<file path="config.mk">
export PLATFORM = sky130hd
export DESIGN_NAME = twi_irq_config
export DESIGN_NICKNAME = d
export VERILOG_FILES = /design/src/pkg/twi_regs_pkg.sv /design/src/rtl/line_sync.sv /design/src/rtl/twi_irq_config.sv
export SDC_FILE = /design/constraint.sdc
export NUM_CORES = 1
export LEC_CHECK = 0
export BUFFER_PORTS_ARGS = -buffer_cell sky130_fd_sc_hd__buf_2
export CORE_ASPECT_RATIO = 0.9
export CORE_MARGIN = 10
export CORE_UTILIZATION = 35
export CTS_CLUSTER_DIAMETER = 40
export DETAILED_ROUTE_END_ITERATION = 7
export GPL_TIMING_DRIVEN = 0
export PLACE_DENSITY_LB_ADDON = 0.2
export SYNTH_ARGS = -nofsm -noshare
export SYNTH_HDL_FRONTEND = slang
export SYNTH_SLANG_ARGS = --single-unit
</file>
<file path="constraint.sdc">
create_clock -name sys_clk -period 1.4 [get_ports sys_clk]
set_input_delay 0.07 -clock sys_clk [delete_from_list [all_inputs] [get_ports sys_clk]]
set_output_delay 0.07 -clock sys_clk [all_outputs]
set_load 0.02 [all_outputs]
</file>
<file path="src/pkg/twi_regs_pkg.sv">
// Purpose: shared constants for the two-wire master interrupt and configuration registers
// Assumes: apb with 32-bit data, byte addresses, one aligned word per register
// Notes: reserved bits read as zero
package twi_regs_pkg;

   localparam int ADDR_W = 12;
   localparam int DATA_W = 32;

   // register byte offsets
   localparam logic [11:0] OFF_IRQ_MASK = 12'h010;
   localparam logic [11:0] OFF_RAW_STATUS = 12'h014;
   localparam logic [11:0] OFF_MASKED_STATUS = 12'h018;
   localparam logic [11:0] OFF_IRQ_CLEAR = 12'h01c;
   localparam logic [11:0] OFF_UNIT_CONFIG = 12'h020;

   // field positions
   localparam int MASK_BIT = 0;
   localparam int RAW_BIT = 0;
   localparam int MASKED_BIT = 0;
   localparam int CFG_LOOPBACK_BIT = 0;
   localparam int CFG_MASTER_EN_BIT = 4;
   localparam int CFG_SLAVE_EN_BIT = 5;

   // reset values
   localparam logic RST_MASK = 1'b0;
   localparam logic RST_RAW = 1'b0;
   localparam logic RST_LOOPBACK = 1'b0;
   localparam logic RST_MASTER_EN = 1'b0;
   localparam logic RST_SLAVE_EN = 1'b0;
   localparam logic [31:0] RST_RDATA = 32'h0000_0000;

   // synchroniser depth for pin inputs
   localparam int SYNC_STAGES = 2;

   // line index into the pin vectors
   localparam int LINE_SDA = 0;
   localparam int LINE_SCL = 1;
   localparam int LINE_CNT = 2;

endpackage

</file>
<file path="src/rtl/line_sync.sv">
// Purpose: two-flop synchroniser with edge detection and an internal bypass source
// Assumes: async_in comes from a pin; bypass_val is on sys_clk
// Notes: first flop feeds only the second flop
`timescale 1ns/10ps
module line_sync (
   // clock and reset
   input wire logic sys_clk,
   input wire logic arst_n,
   // pin side
   input wire logic async_in,
   // internal source used in loopback
   input wire logic bypass_en,
   input wire logic bypass_val,
   // observed line
   output logic level,
   output logic rise,
   output logic fall
);

   logic meta_ff;
   logic sync_ff;
   logic last_ff;
   logic nxt_meta;
   logic nxt_sync;
   logic nxt_last;
   logic seen;

   // idle two-wire line rests high
   always_comb begin
      nxt_meta = async_in;
      nxt_sync = meta_ff;
      seen = bypass_en ? bypass_val : sync_ff;
      nxt_last = seen;
   end

   always_ff @(posedge sys_clk or negedge arst_n) begin
      if (!arst_n) begin
         meta_ff <= 1'b1;
         sync_ff <= 1'b1;
         last_ff <= 1'b1;
      end else begin
         meta_ff <= nxt_meta;
         sync_ff <= nxt_sync;
         last_ff <= nxt_last;
      end
   end

   assign level = last_ff;
   assign rise = seen & ~last_ff;
   assign fall = ~seen & last_ff;

endmodule

</file>
<file path="src/rtl/twi_irq_config.sv">
// Purpose: interrupt status, clear and unit configuration registers of a two-wire master
// Assumes: raw_event is a one-cycle pulse from the transfer engine on sys_clk
// Notes: zero-wait apb slave; read data is captured in the setup cycle
`timescale 1ns/10ps

// Functional notes
// - masked status bit 0 shows signalled interrupt
// - a clear-register write drops raw flag unless raw_event pulses in the same cycle
// - config bits 5,4 enable slave, master
// - config bit 0 selects internal loopback
// - mask bit gates raw onto interrupt
// - raw status bit 0 ignores mask
module twi_irq_config (
   // clock and reset
   input wire logic sys_clk,
   input wire logic arst_n,
   // apb slave
   input wire logic psel,
   input wire logic penable,
   input wire logic pwrite,
   input wire logic [11:0] paddr,
   input wire logic [31:0] pwdata,
   input wire logic [3:0] pstrb,
   output logic [31:0] prdata,
   output logic pready,
   output logic pslverr,
   // transfer engine
   input wire logic raw_event,
   input wire logic engine_scl_low,
   input wire logic engine_sda_low,
   output logic [1:0] line_level,
   output logic [1:0] line_rise,
   output logic [1:0] line_fall,
   // unit controls
   output logic master_function_enable,
   output logic slave_function_enable,
   output logic internal_loopback_test,
   output logic master_irq,
   // two-wire pins, open drain
   input wire logic scl_i,
   output logic scl_o,
   output logic scl_oe,
   input wire logic sda_i,
   output logic sda_o,
   output logic sda_oe
);

   logic raw_irq_flag_ff;
   logic irq_mask_ff;
   logic loopback_ff;
   logic master_en_ff;
   logic slave_en_ff;
   logic [31:0] rdata_ff;
   logic nxt_raw_irq_flag;
   logic nxt_irq_mask;
   logic nxt_loopback;
   logic nxt_master_en;
   logic nxt_slave_en;
   logic [31:0] nxt_rdata;
   logic masked_irq_flag;
   logic wr_commit;
   logic setup_read;
   logic [1:0] pin_in;
   logic [1:0] drive_low;

   // true when the offset lands on a mapped register
   function automatic logic addr_hit(input logic [11:0] a);
      addr_hit = (a == twi_regs_pkg::OFF_IRQ_MASK) || (a == twi_regs_pkg::OFF_RAW_STATUS)
         || (a == twi_regs_pkg::OFF_MASKED_STATUS) || (a == twi_regs_pkg::OFF_IRQ_CLEAR)
         || (a == twi_regs_pkg::OFF_UNIT_CONFIG);
   endfunction

   assign masked_irq_flag = raw_irq_flag_ff & irq_mask_ff;

   assign master_irq = masked_irq_flag;

   assign pready = 1'b1;
   assign pslverr = psel & penable & ~addr_hit(paddr);
   assign wr_commit = psel & penable & pwrite & addr_hit(paddr);
   assign setup_read = psel & ~penable & ~pwrite;

   // register state
   always_comb begin
      nxt_irq_mask = irq_mask_ff;
      nxt_loopback = loopback_ff;
      nxt_master_en = master_en_ff;
      nxt_slave_en = slave_en_ff;
      nxt_raw_irq_flag = raw_irq_flag_ff;
      if (wr_commit && paddr == twi_regs_pkg::OFF_IRQ_CLEAR) begin
         nxt_raw_irq_flag = 1'b0;
      end
      // new event beats a simultaneous clear
      if (raw_event) begin
         nxt_raw_irq_flag = 1'b1;
      end
      if (wr_commit && pstrb[0] && paddr == twi_regs_pkg::OFF_IRQ_MASK) begin
         nxt_irq_mask = pwdata[twi_regs_pkg::MASK_BIT];
      end
      if (wr_commit && pstrb[0] && paddr == twi_regs_pkg::OFF_UNIT_CONFIG) begin
         nxt_slave_en = pwdata[twi_regs_pkg::CFG_SLAVE_EN_BIT];
         nxt_master_en = pwdata[twi_regs_pkg::CFG_MASTER_EN_BIT];
         nxt_loopback = pwdata[twi_regs_pkg::CFG_LOOPBACK_BIT];
      end
   end

   always_ff @(posedge sys_clk or negedge arst_n) begin
      if (!arst_n) begin
         raw_irq_flag_ff <= twi_regs_pkg::RST_RAW;
         irq_mask_ff <= twi_regs_pkg::RST_MASK;
         loopback_ff <= twi_regs_pkg::RST_LOOPBACK;
         master_en_ff <= twi_regs_pkg::RST_MASTER_EN;
         slave_en_ff <= twi_regs_pkg::RST_SLAVE_EN;
      end else begin
         raw_irq_flag_ff <= nxt_raw_irq_flag;
         irq_mask_ff <= nxt_irq_mask;
         loopback_ff <= nxt_loopback;
         master_en_ff <= nxt_master_en;
         slave_en_ff <= nxt_slave_en;
      end
   end

   // read data, captured at setup so prdata comes from a flop
   always_comb begin
      nxt_rdata = rdata_ff;
      if (setup_read) begin
         nxt_rdata = 32'h0000_0000;
         case (paddr)
            twi_regs_pkg::OFF_IRQ_MASK: begin
               nxt_rdata[twi_regs_pkg::MASK_BIT] = irq_mask_ff;
            end
            twi_regs_pkg::OFF_RAW_STATUS: begin
               nxt_rdata[twi_regs_pkg::RAW_BIT] = raw_irq_flag_ff;
            end
            twi_regs_pkg::OFF_MASKED_STATUS: begin
               nxt_rdata[twi_regs_pkg::MASKED_BIT] = masked_irq_flag;
            end
            twi_regs_pkg::OFF_UNIT_CONFIG: begin
               nxt_rdata[twi_regs_pkg::CFG_SLAVE_EN_BIT] = slave_en_ff;
               nxt_rdata[twi_regs_pkg::CFG_MASTER_EN_BIT] = master_en_ff;
               nxt_rdata[twi_regs_pkg::CFG_LOOPBACK_BIT] = loopback_ff;
            end
            default: begin
               nxt_rdata = 32'h0000_0000;
            end
         endcase
      end
   end

   always_ff @(posedge sys_clk or negedge arst_n) begin
      if (!arst_n) begin
         rdata_ff <= twi_regs_pkg::RST_RDATA;
      end else begin
         rdata_ff <= nxt_rdata;
      end
   end

   assign prdata = rdata_ff;
   assign master_function_enable = master_en_ff;
   assign slave_function_enable = slave_en_ff;
   assign internal_loopback_test = loopback_ff;

   // pins released in loopback so the bus is never disturbed by a self-test
   assign scl_o = 1'b0;
   assign sda_o = 1'b0;
   assign scl_oe = engine_scl_low & ~loopback_ff & (master_en_ff | slave_en_ff);
   assign sda_oe = engine_sda_low & ~loopback_ff & (master_en_ff | slave_en_ff);

   assign pin_in[twi_regs_pkg::LINE_SCL] = scl_i;
   assign pin_in[twi_regs_pkg::LINE_SDA] = sda_i;
   assign drive_low[twi_regs_pkg::LINE_SCL] = engine_scl_low;
   assign drive_low[twi_regs_pkg::LINE_SDA] = engine_sda_low;

   generate
      for (genvar g = 0; g < twi_regs_pkg::LINE_CNT; g++) begin : g_line
         line_sync u_sync (
            .sys_clk(sys_clk),
            .arst_n(arst_n),
            .async_in(pin_in[g]),
            .bypass_en(loopback_ff),
            .bypass_val(~drive_low[g]),
            .level(line_level[g]),
            .rise(line_rise[g]),
            .fall(line_fall[g])
         );
      end
   endgenerate
endmodule

</file>
; After elaboration in Yosys (flattened, before gate mapping)
; Index checks and enable logic that the tools add are counted.
[totals]
register_bits = 14
latch_bits = 0
mem_bits_rw = 0
rom_bits = 0
inputBits = 58
output_inout_bits = 48
wordCells = 58
memories = 0
[classes]
addsub = 0
mul = 0
div_mod_pow = 0
order_cmp = 0
eq_ne = 5
n_shift = 0
n_mux = 6
bitwise = 26
reduce_logical = 9
[op_table]
columns = operator, count
row1 = $eq 12x5->1 const B, 4
row2 = $and 1x1->1, 15
row3 = $eq 12x6->1 const B, 1
row4 = $not 1->1, 10
row5 = $logic_and 1x1->1, 4
row6 = $logic_or 1x1->1, 4
row7 = $mux 1, 4
row8 = $pmux 1 s4, 1
row9 = $mux 2, 1
row10 = $reduce_bool 2->1, 1
row11 = $or 1x1->1, 1

; Logic depth before layout (Yosys ltp)
[logic_depth]
depth_word = 9
depth_mapped = 4
mapped_depth_nobuf = 4

; Hierarchy
; Synthesis repeated with hierarchy kept, for this count alone.
[unflattened]
hier_cells = 98
area_unflattened_um2 = 955.9
[by_module_without_submodules]
columns = module, instances, cells_each, area_per_inst_um2, seq_area_each_um2
row1 = twi_irq_config, 1, 84, 750.7, 200.2
row2 = line_sync, 2, 7, 102.6, 78.8

; Least setup slack after synthesis
; Ideal clock, no wire load.
[synth_path]
path_type = input to register
from = in paddr[7]
to = reg master_en_ff (netlist: master_function_enable)
arrival_ns = 1.112
t_required_ns = 1.275
slack_ns = 0.163
stages = 4
cell_sequence = nor4_4 nand4b_2 nor3_4 mux2_2
[synth_via]
elab_chain_len = 8
elab_cells_between_ends = 12
classes_between = 5 x eq/ne / 1 x bitwise / 6 x reduce/logical
[synth_rtl]
columns = item, line
row1 = "start, declared", twi_irq_config.sv:21  ; input wire logic [11:0] paddr,
row2 = $eq 12x5->1, twi_irq_config.sv:68  ; addr_hit = (a == twi_regs_pkg::OFF_IRQ_MASK) || (a == twi_regs_pkg::OFF_RAW_STATUS)
row3 = $logic_or 1x1->1, twi_irq_config.sv:68
row4 = $logic_or 1x1->1 (2 in a row), twi_irq_config.sv:69  ; || (a == twi_regs_pkg::OFF_MASKED_STATUS) || (a == twi_regs_pkg::OFF_IRQ_CLEAR)
row5 = $logic_or 1x1->1, twi_irq_config.sv:70  ; || (a == twi_regs_pkg::OFF_UNIT_CONFIG);
row6 = $and 1x1->1, twi_irq_config.sv:79  ; assign wr_commit = psel & penable & pwrite & addr_hit(paddr);
row7 = $logic_and 1x1->1, twi_irq_config.sv:99  ; if (wr_commit && pstrb[0] && paddr == twi_regs_pkg::OFF_UNIT_CONFIG) begin
row8 = $logic_and 1x1->1 (*), twi_irq_config.sv:99
row9 = "end signal, assigned", twi_irq_config.sv:111  ; master_en_ff <= twi_regs_pkg::RST_MASTER_EN;
row10 = "end signal, assigned", twi_irq_config.sv:117  ; master_en_ff <= nxt_master_en;
row11 = "end, declared", twi_irq_config.sv:51  ; logic master_en_ff;
; Every way passes the cells marked *; elsewhere a longest branch is shown, timed or not.
; A chain may end at the register's enable or synchronous reset.

; Final worst setup path
[layout_path]
from = reg loopback_ff (netlist: internal_loopback_test)
to = out sda_oe
[layout_via]
elab_chain_len = 3
[layout_rtl]
columns = item, line
row1 = "start, declared", twi_irq_config.sv:50  ; logic loopback_ff;
row2 = "start signal, assigned", twi_irq_config.sv:110  ; loopback_ff <= twi_regs_pkg::RST_LOOPBACK;
row3 = "start signal, assigned", twi_irq_config.sv:116  ; loopback_ff <= nxt_loopback;
row4 = $not 1->1, twi_irq_config.sv:166  ; assign sda_oe = engine_sda_low & ~loopback_ff & (master_en_ff | slave_en_ff);
row5 = $and 1x1->1 (2 in a row), twi_irq_config.sv:166
row6 = "end, declared", twi_irq_config.sv:45  ; output logic sda_oe
; Every way passes these cells.

==> summary.md <==
| Metric | Value |
|---|---|
| Antenna violations before repair | 0 |
| Outcome | completed |
| CP Max Fanout | 4 |
| Layout Nets | around 240 |
| Clock Skew | ~0.0018 ns |
| Core region area | approximately 2700 µm² |
| Full die area | approximately 5400 µm² |
| Power Dens Cells | between 600 and 700 nW/µm² |
| Residual overflow from global routing | 0 |
| Area share of and/or/nand/nor cells after synthesis | 21.7% |
| Initial detailed-routing violation count | 36 |
| Post-Syn Area per Cell | 9.50 µm² |
| Number of cells on the worst hold path | 2 |
| Endpoint of the worst register-to-register path | internal_loopback_test |
| Fmax | ~720 MHz |
| Clock latency of the later-clocked register in the worst-skew pair | around 0.28 ns |
| Diode count | 0 |
| Share of the synthesized netlist area taken by xor and xnor gates | 0% |
| CTS tree | yes |
| Site row count | 18 |
| Complex-gate fraction of the synthesized area | between 5 and 6% |
| Fin area | approximately 1500 µm² |
| Clock root cell | clkbuf_4 |
| Delay of the slowest cell on the worst path | around 0.47 ns |
| Count of boundary I/O pins | 106 |
| Pre-Repair DR Iteration Count | 4 |
| Arrival time at the worst endpoint | between 1 and 1.5 ns |
| Number of buffers inserted during clock tree synthesis | 3 |
| Number of distinct library cells after synthesis | 28 |
| Critical Path Slowest Stage Cell | dfrtp_2 |
| Post-layout min period | approximately 1.4 ns |
| Ordered list of cells on the worst path | buf_6 > o21bai_4 > nor2_2 > buf_4 |
| Sinks on the clock net | 14 |
| Worst Hold Endpoint | internal_loopback_test |
| Setup violations, final | 0 |
| Maximum number of pins on one net before global-route repair | 15 |
| Maximum VDD drop | approximately 660 µV |
| Setup slack of the worst register-to-register path | a little under 0.3 ns |
| Worst Min Path Start | pwdata[0] |
| Worst hold slack across all endpoints | ~0.02 ns |
| Count of endpoints failing hold in the final timing report | 0 |
| Wire length of the first global-routing pass | around 4.2 mm |
| CP startpoint kind | flop |
| Post-route clock period utilization | a little under 100% |
| Data required time of the critical path | 1.33 ns |
| Critical path class | flop to primary output |
| Adder and majority cell fraction of the synthesized area | 0% |
| Post-DR wirelength/cell | 11.7 µm |
| Number of max-cap violations | 0 |
| Post-detailed-route count of antenna-violating nets | 0 |
| Largest family of logic cells by synthesized area | buffers and inverters |
| Via density per instance | roughly 3.8 |
| Buffer levels on the longest clock path | 2 |
| Mux share of post-synthesis cell area | roughly 6.5% |
| Static Leakage | approximately 0.85 nW |
| Reg2reg start | internal_loopback_test |
| Final-layout fill cell count | between 200 and 300 |
| Instance count of the mapped netlist | about 110 |
| End-of-flow core utilization | roughly 55% |
| Number of warnings issued by yosys | 0 |
| Horizontal extent of the die | 76.5 µm |
| GP Congestion | 0.788 |
| Die Y-Extent | 70.9 µm |
| Clock-pin slew on the worst setup and hold paths | 0.08 ns |
| Max-slew violations | 0 |
| Area growth, synth to finish | 51.2% |
| Detailed-route wire length | ~2.6 mm |
| Endpoint class of the critical path | primary output |
| Final HPWL DP | about 2.2 mm |
| Via count of the first global-routing pass | between 900 and 1k |
| Total placed instance area | about 1400 µm² |
| Sequential-to-total area share from yosys stat | a little over a third |
| Initial core utilization | 36.7% |
| Layout cell share with drive strength beyond 1 | between 50% and 60% |
| RSZ-0062 raised after global routing | true |
| R2R cell count | 3 |
| Total global routing track utilization | a little under a tenth |
| Synthesized area | 1010 µm² |
| Number of vias in the routed layout | approximately 850 |
| Buffers added on ports | 41 |
| Synthesis-stage register bit count | 14 |
| Worst min-delay path category | input port to flop |
| Setup total negative slack | 0 ns |
| Deepest level of the CTS H-tree | 1 |
| Total power of the final layout | 1.01 mW |
| # DRC | 0 |
-- how the worst max path moves through the flow --
| stage | from | slack [ns] | endpoint |
|---|---|---|---|
| 2_1_floorplan | paddr[7] | 0.16 | master_function_enable |
| 3_3_place_gp | paddr[7] | -0.02 | irq_mask_ff |
| 3_5_place_dp | paddr[7] | -0.07 | master_function_enable |
| 4_1_cts | internal_loopback_test | -0.006 | line_fall[0] |
| 5_1_grt | internal_loopback_test | -0.05 | sda_oe |
| 6_report | internal_loopback_test | 0.01 | sda_oe |
-- critical path: cells and delay by family, from the launching register on --
family / cells / cell delay [ns]
AO/OA/AOI/OAI: 1 / 0.17
AND/OR/NAND/NOR: 1 / 0.11
buffers and inverters: 2 / 0.29
flip-flops: 1 / 0.47
-- layout make-up --
cell class	count	area, µm²	share of cell area (%)
timing repair buffer	48	305	20.0
buffer	34	255	16.8
inverter	5	18.8	1.23
sequential	14	359	23.6
tap	40	50.0	3.29
multi-input combinational	79	498	32.7
clock buffer	4	36.3	2.38
-- per-layer routing --
layer,vias to the layer above,GRT usage (%),wire [µm]
met2,54,17.7,1350
met5,-,0,0
met4,0,2.06,74
li1,435,-,-
met3,6,5.56,264
met1,350,8.48,929
-- cells in the mapped netlist --
cell type,count,area (µm²)
nor2b_1,1,6.26
and2_1,3,18.8
dfrtp_1,8,200
and4b_1,1,10.0
o32a_1,1,10.0
mux2i_1,2,20.0
a21oi_1,1,5.00
buf_4,38,285
inv_1,5,18.8
nor3b_1,1,7.51
nand2b_1,1,6.26
dfstp_2,6,158
o21ai_0,3,15.0
o31ai_1,1,7.51
conb_1,2,7.51
mux2_2,3,33.8
nor3_4,1,16.3
nand4b_2,1,15.0
or3b_2,1,8.76
nor2_1,5,18.8
nand3b_1,1,7.51
mux2_1,1,11.3
nor3_1,1,5.00
a2bb2oi_1,1,8.76
nor4_4,2,42.5
o21bai_1,1,7.51
nand3_1,3,15.0
nand2_1,11,41.3
-- power by group --
part           leakage (nW)  switching (mW)  internal (mW)
sequential            0.168         0.00509          0.420
clock                0.0210           0.134          0.158
combinational         0.660           0.158          0.131
-- logic make-up after synthesis --
| family | count (synthesis) |
|---|---|
| flip-flops | 14 |
| AND/OR/NAND/NOR | 33 |
| multiplexers | 6 |
| AO/OA/AOI/OAI | 8 |
| other | 2 |
| buffers and inverters | 43 |
-- cells in the final DEF (no fill, tap or decap), types with 2 or more instances in the layout --
master         Yosys  final
conb_1             2     32
mux2_2             3      3
o21ai_0            3      3
dlygate4sd3_1      0      4
clkbuf_4           0      3
buf_4             38     37
buf_6              0      6
nor2_1             5      2
and2_4             0      2
buf_2              0     35
dfstp_2            6      6
nor4_4             2      2
nor2_2             0      3
inv_1              5      5
dfrtp_1            8      7
nand3_1            3      3
nand2_1           11     11
-- state kept, by name, indices dropped and copies added (netlist names) --
signal	flops
irq_mask_ff	1
g_line.u_sync.meta_ff	2
g_line.u_sync.level	2
master_function_enable	1
internal_loopback_test	1
slave_function_enable	1
g_line.u_sync.sync_ff	2
prdata	3
raw_irq_flag_ff	1
-- timing repair --
| action | in CTS | in global routing |
|---|---|---|
| resized for setup | 7 | 16 |
| setup buffers | 2 | 1 |
| hold buffers | 4 | 0 |
| endpoints found under the setup margin | 4 | 6 |
| endpoints found under the hold margin | 17 | 0 |
| pin swaps | 2 | 6 |
-- through the flow --
step           instances  setup slack [ns]
2_1_floorplan        136             0.163
3_3_place_gp         217           -0.0183
3_5_place_dp         217           -0.0686
4_1_cts              227          -0.00578
5_1_grt              224           -0.0486
6_report             224            0.0140
Note: power is estimated with default switching activity, not from simulation.
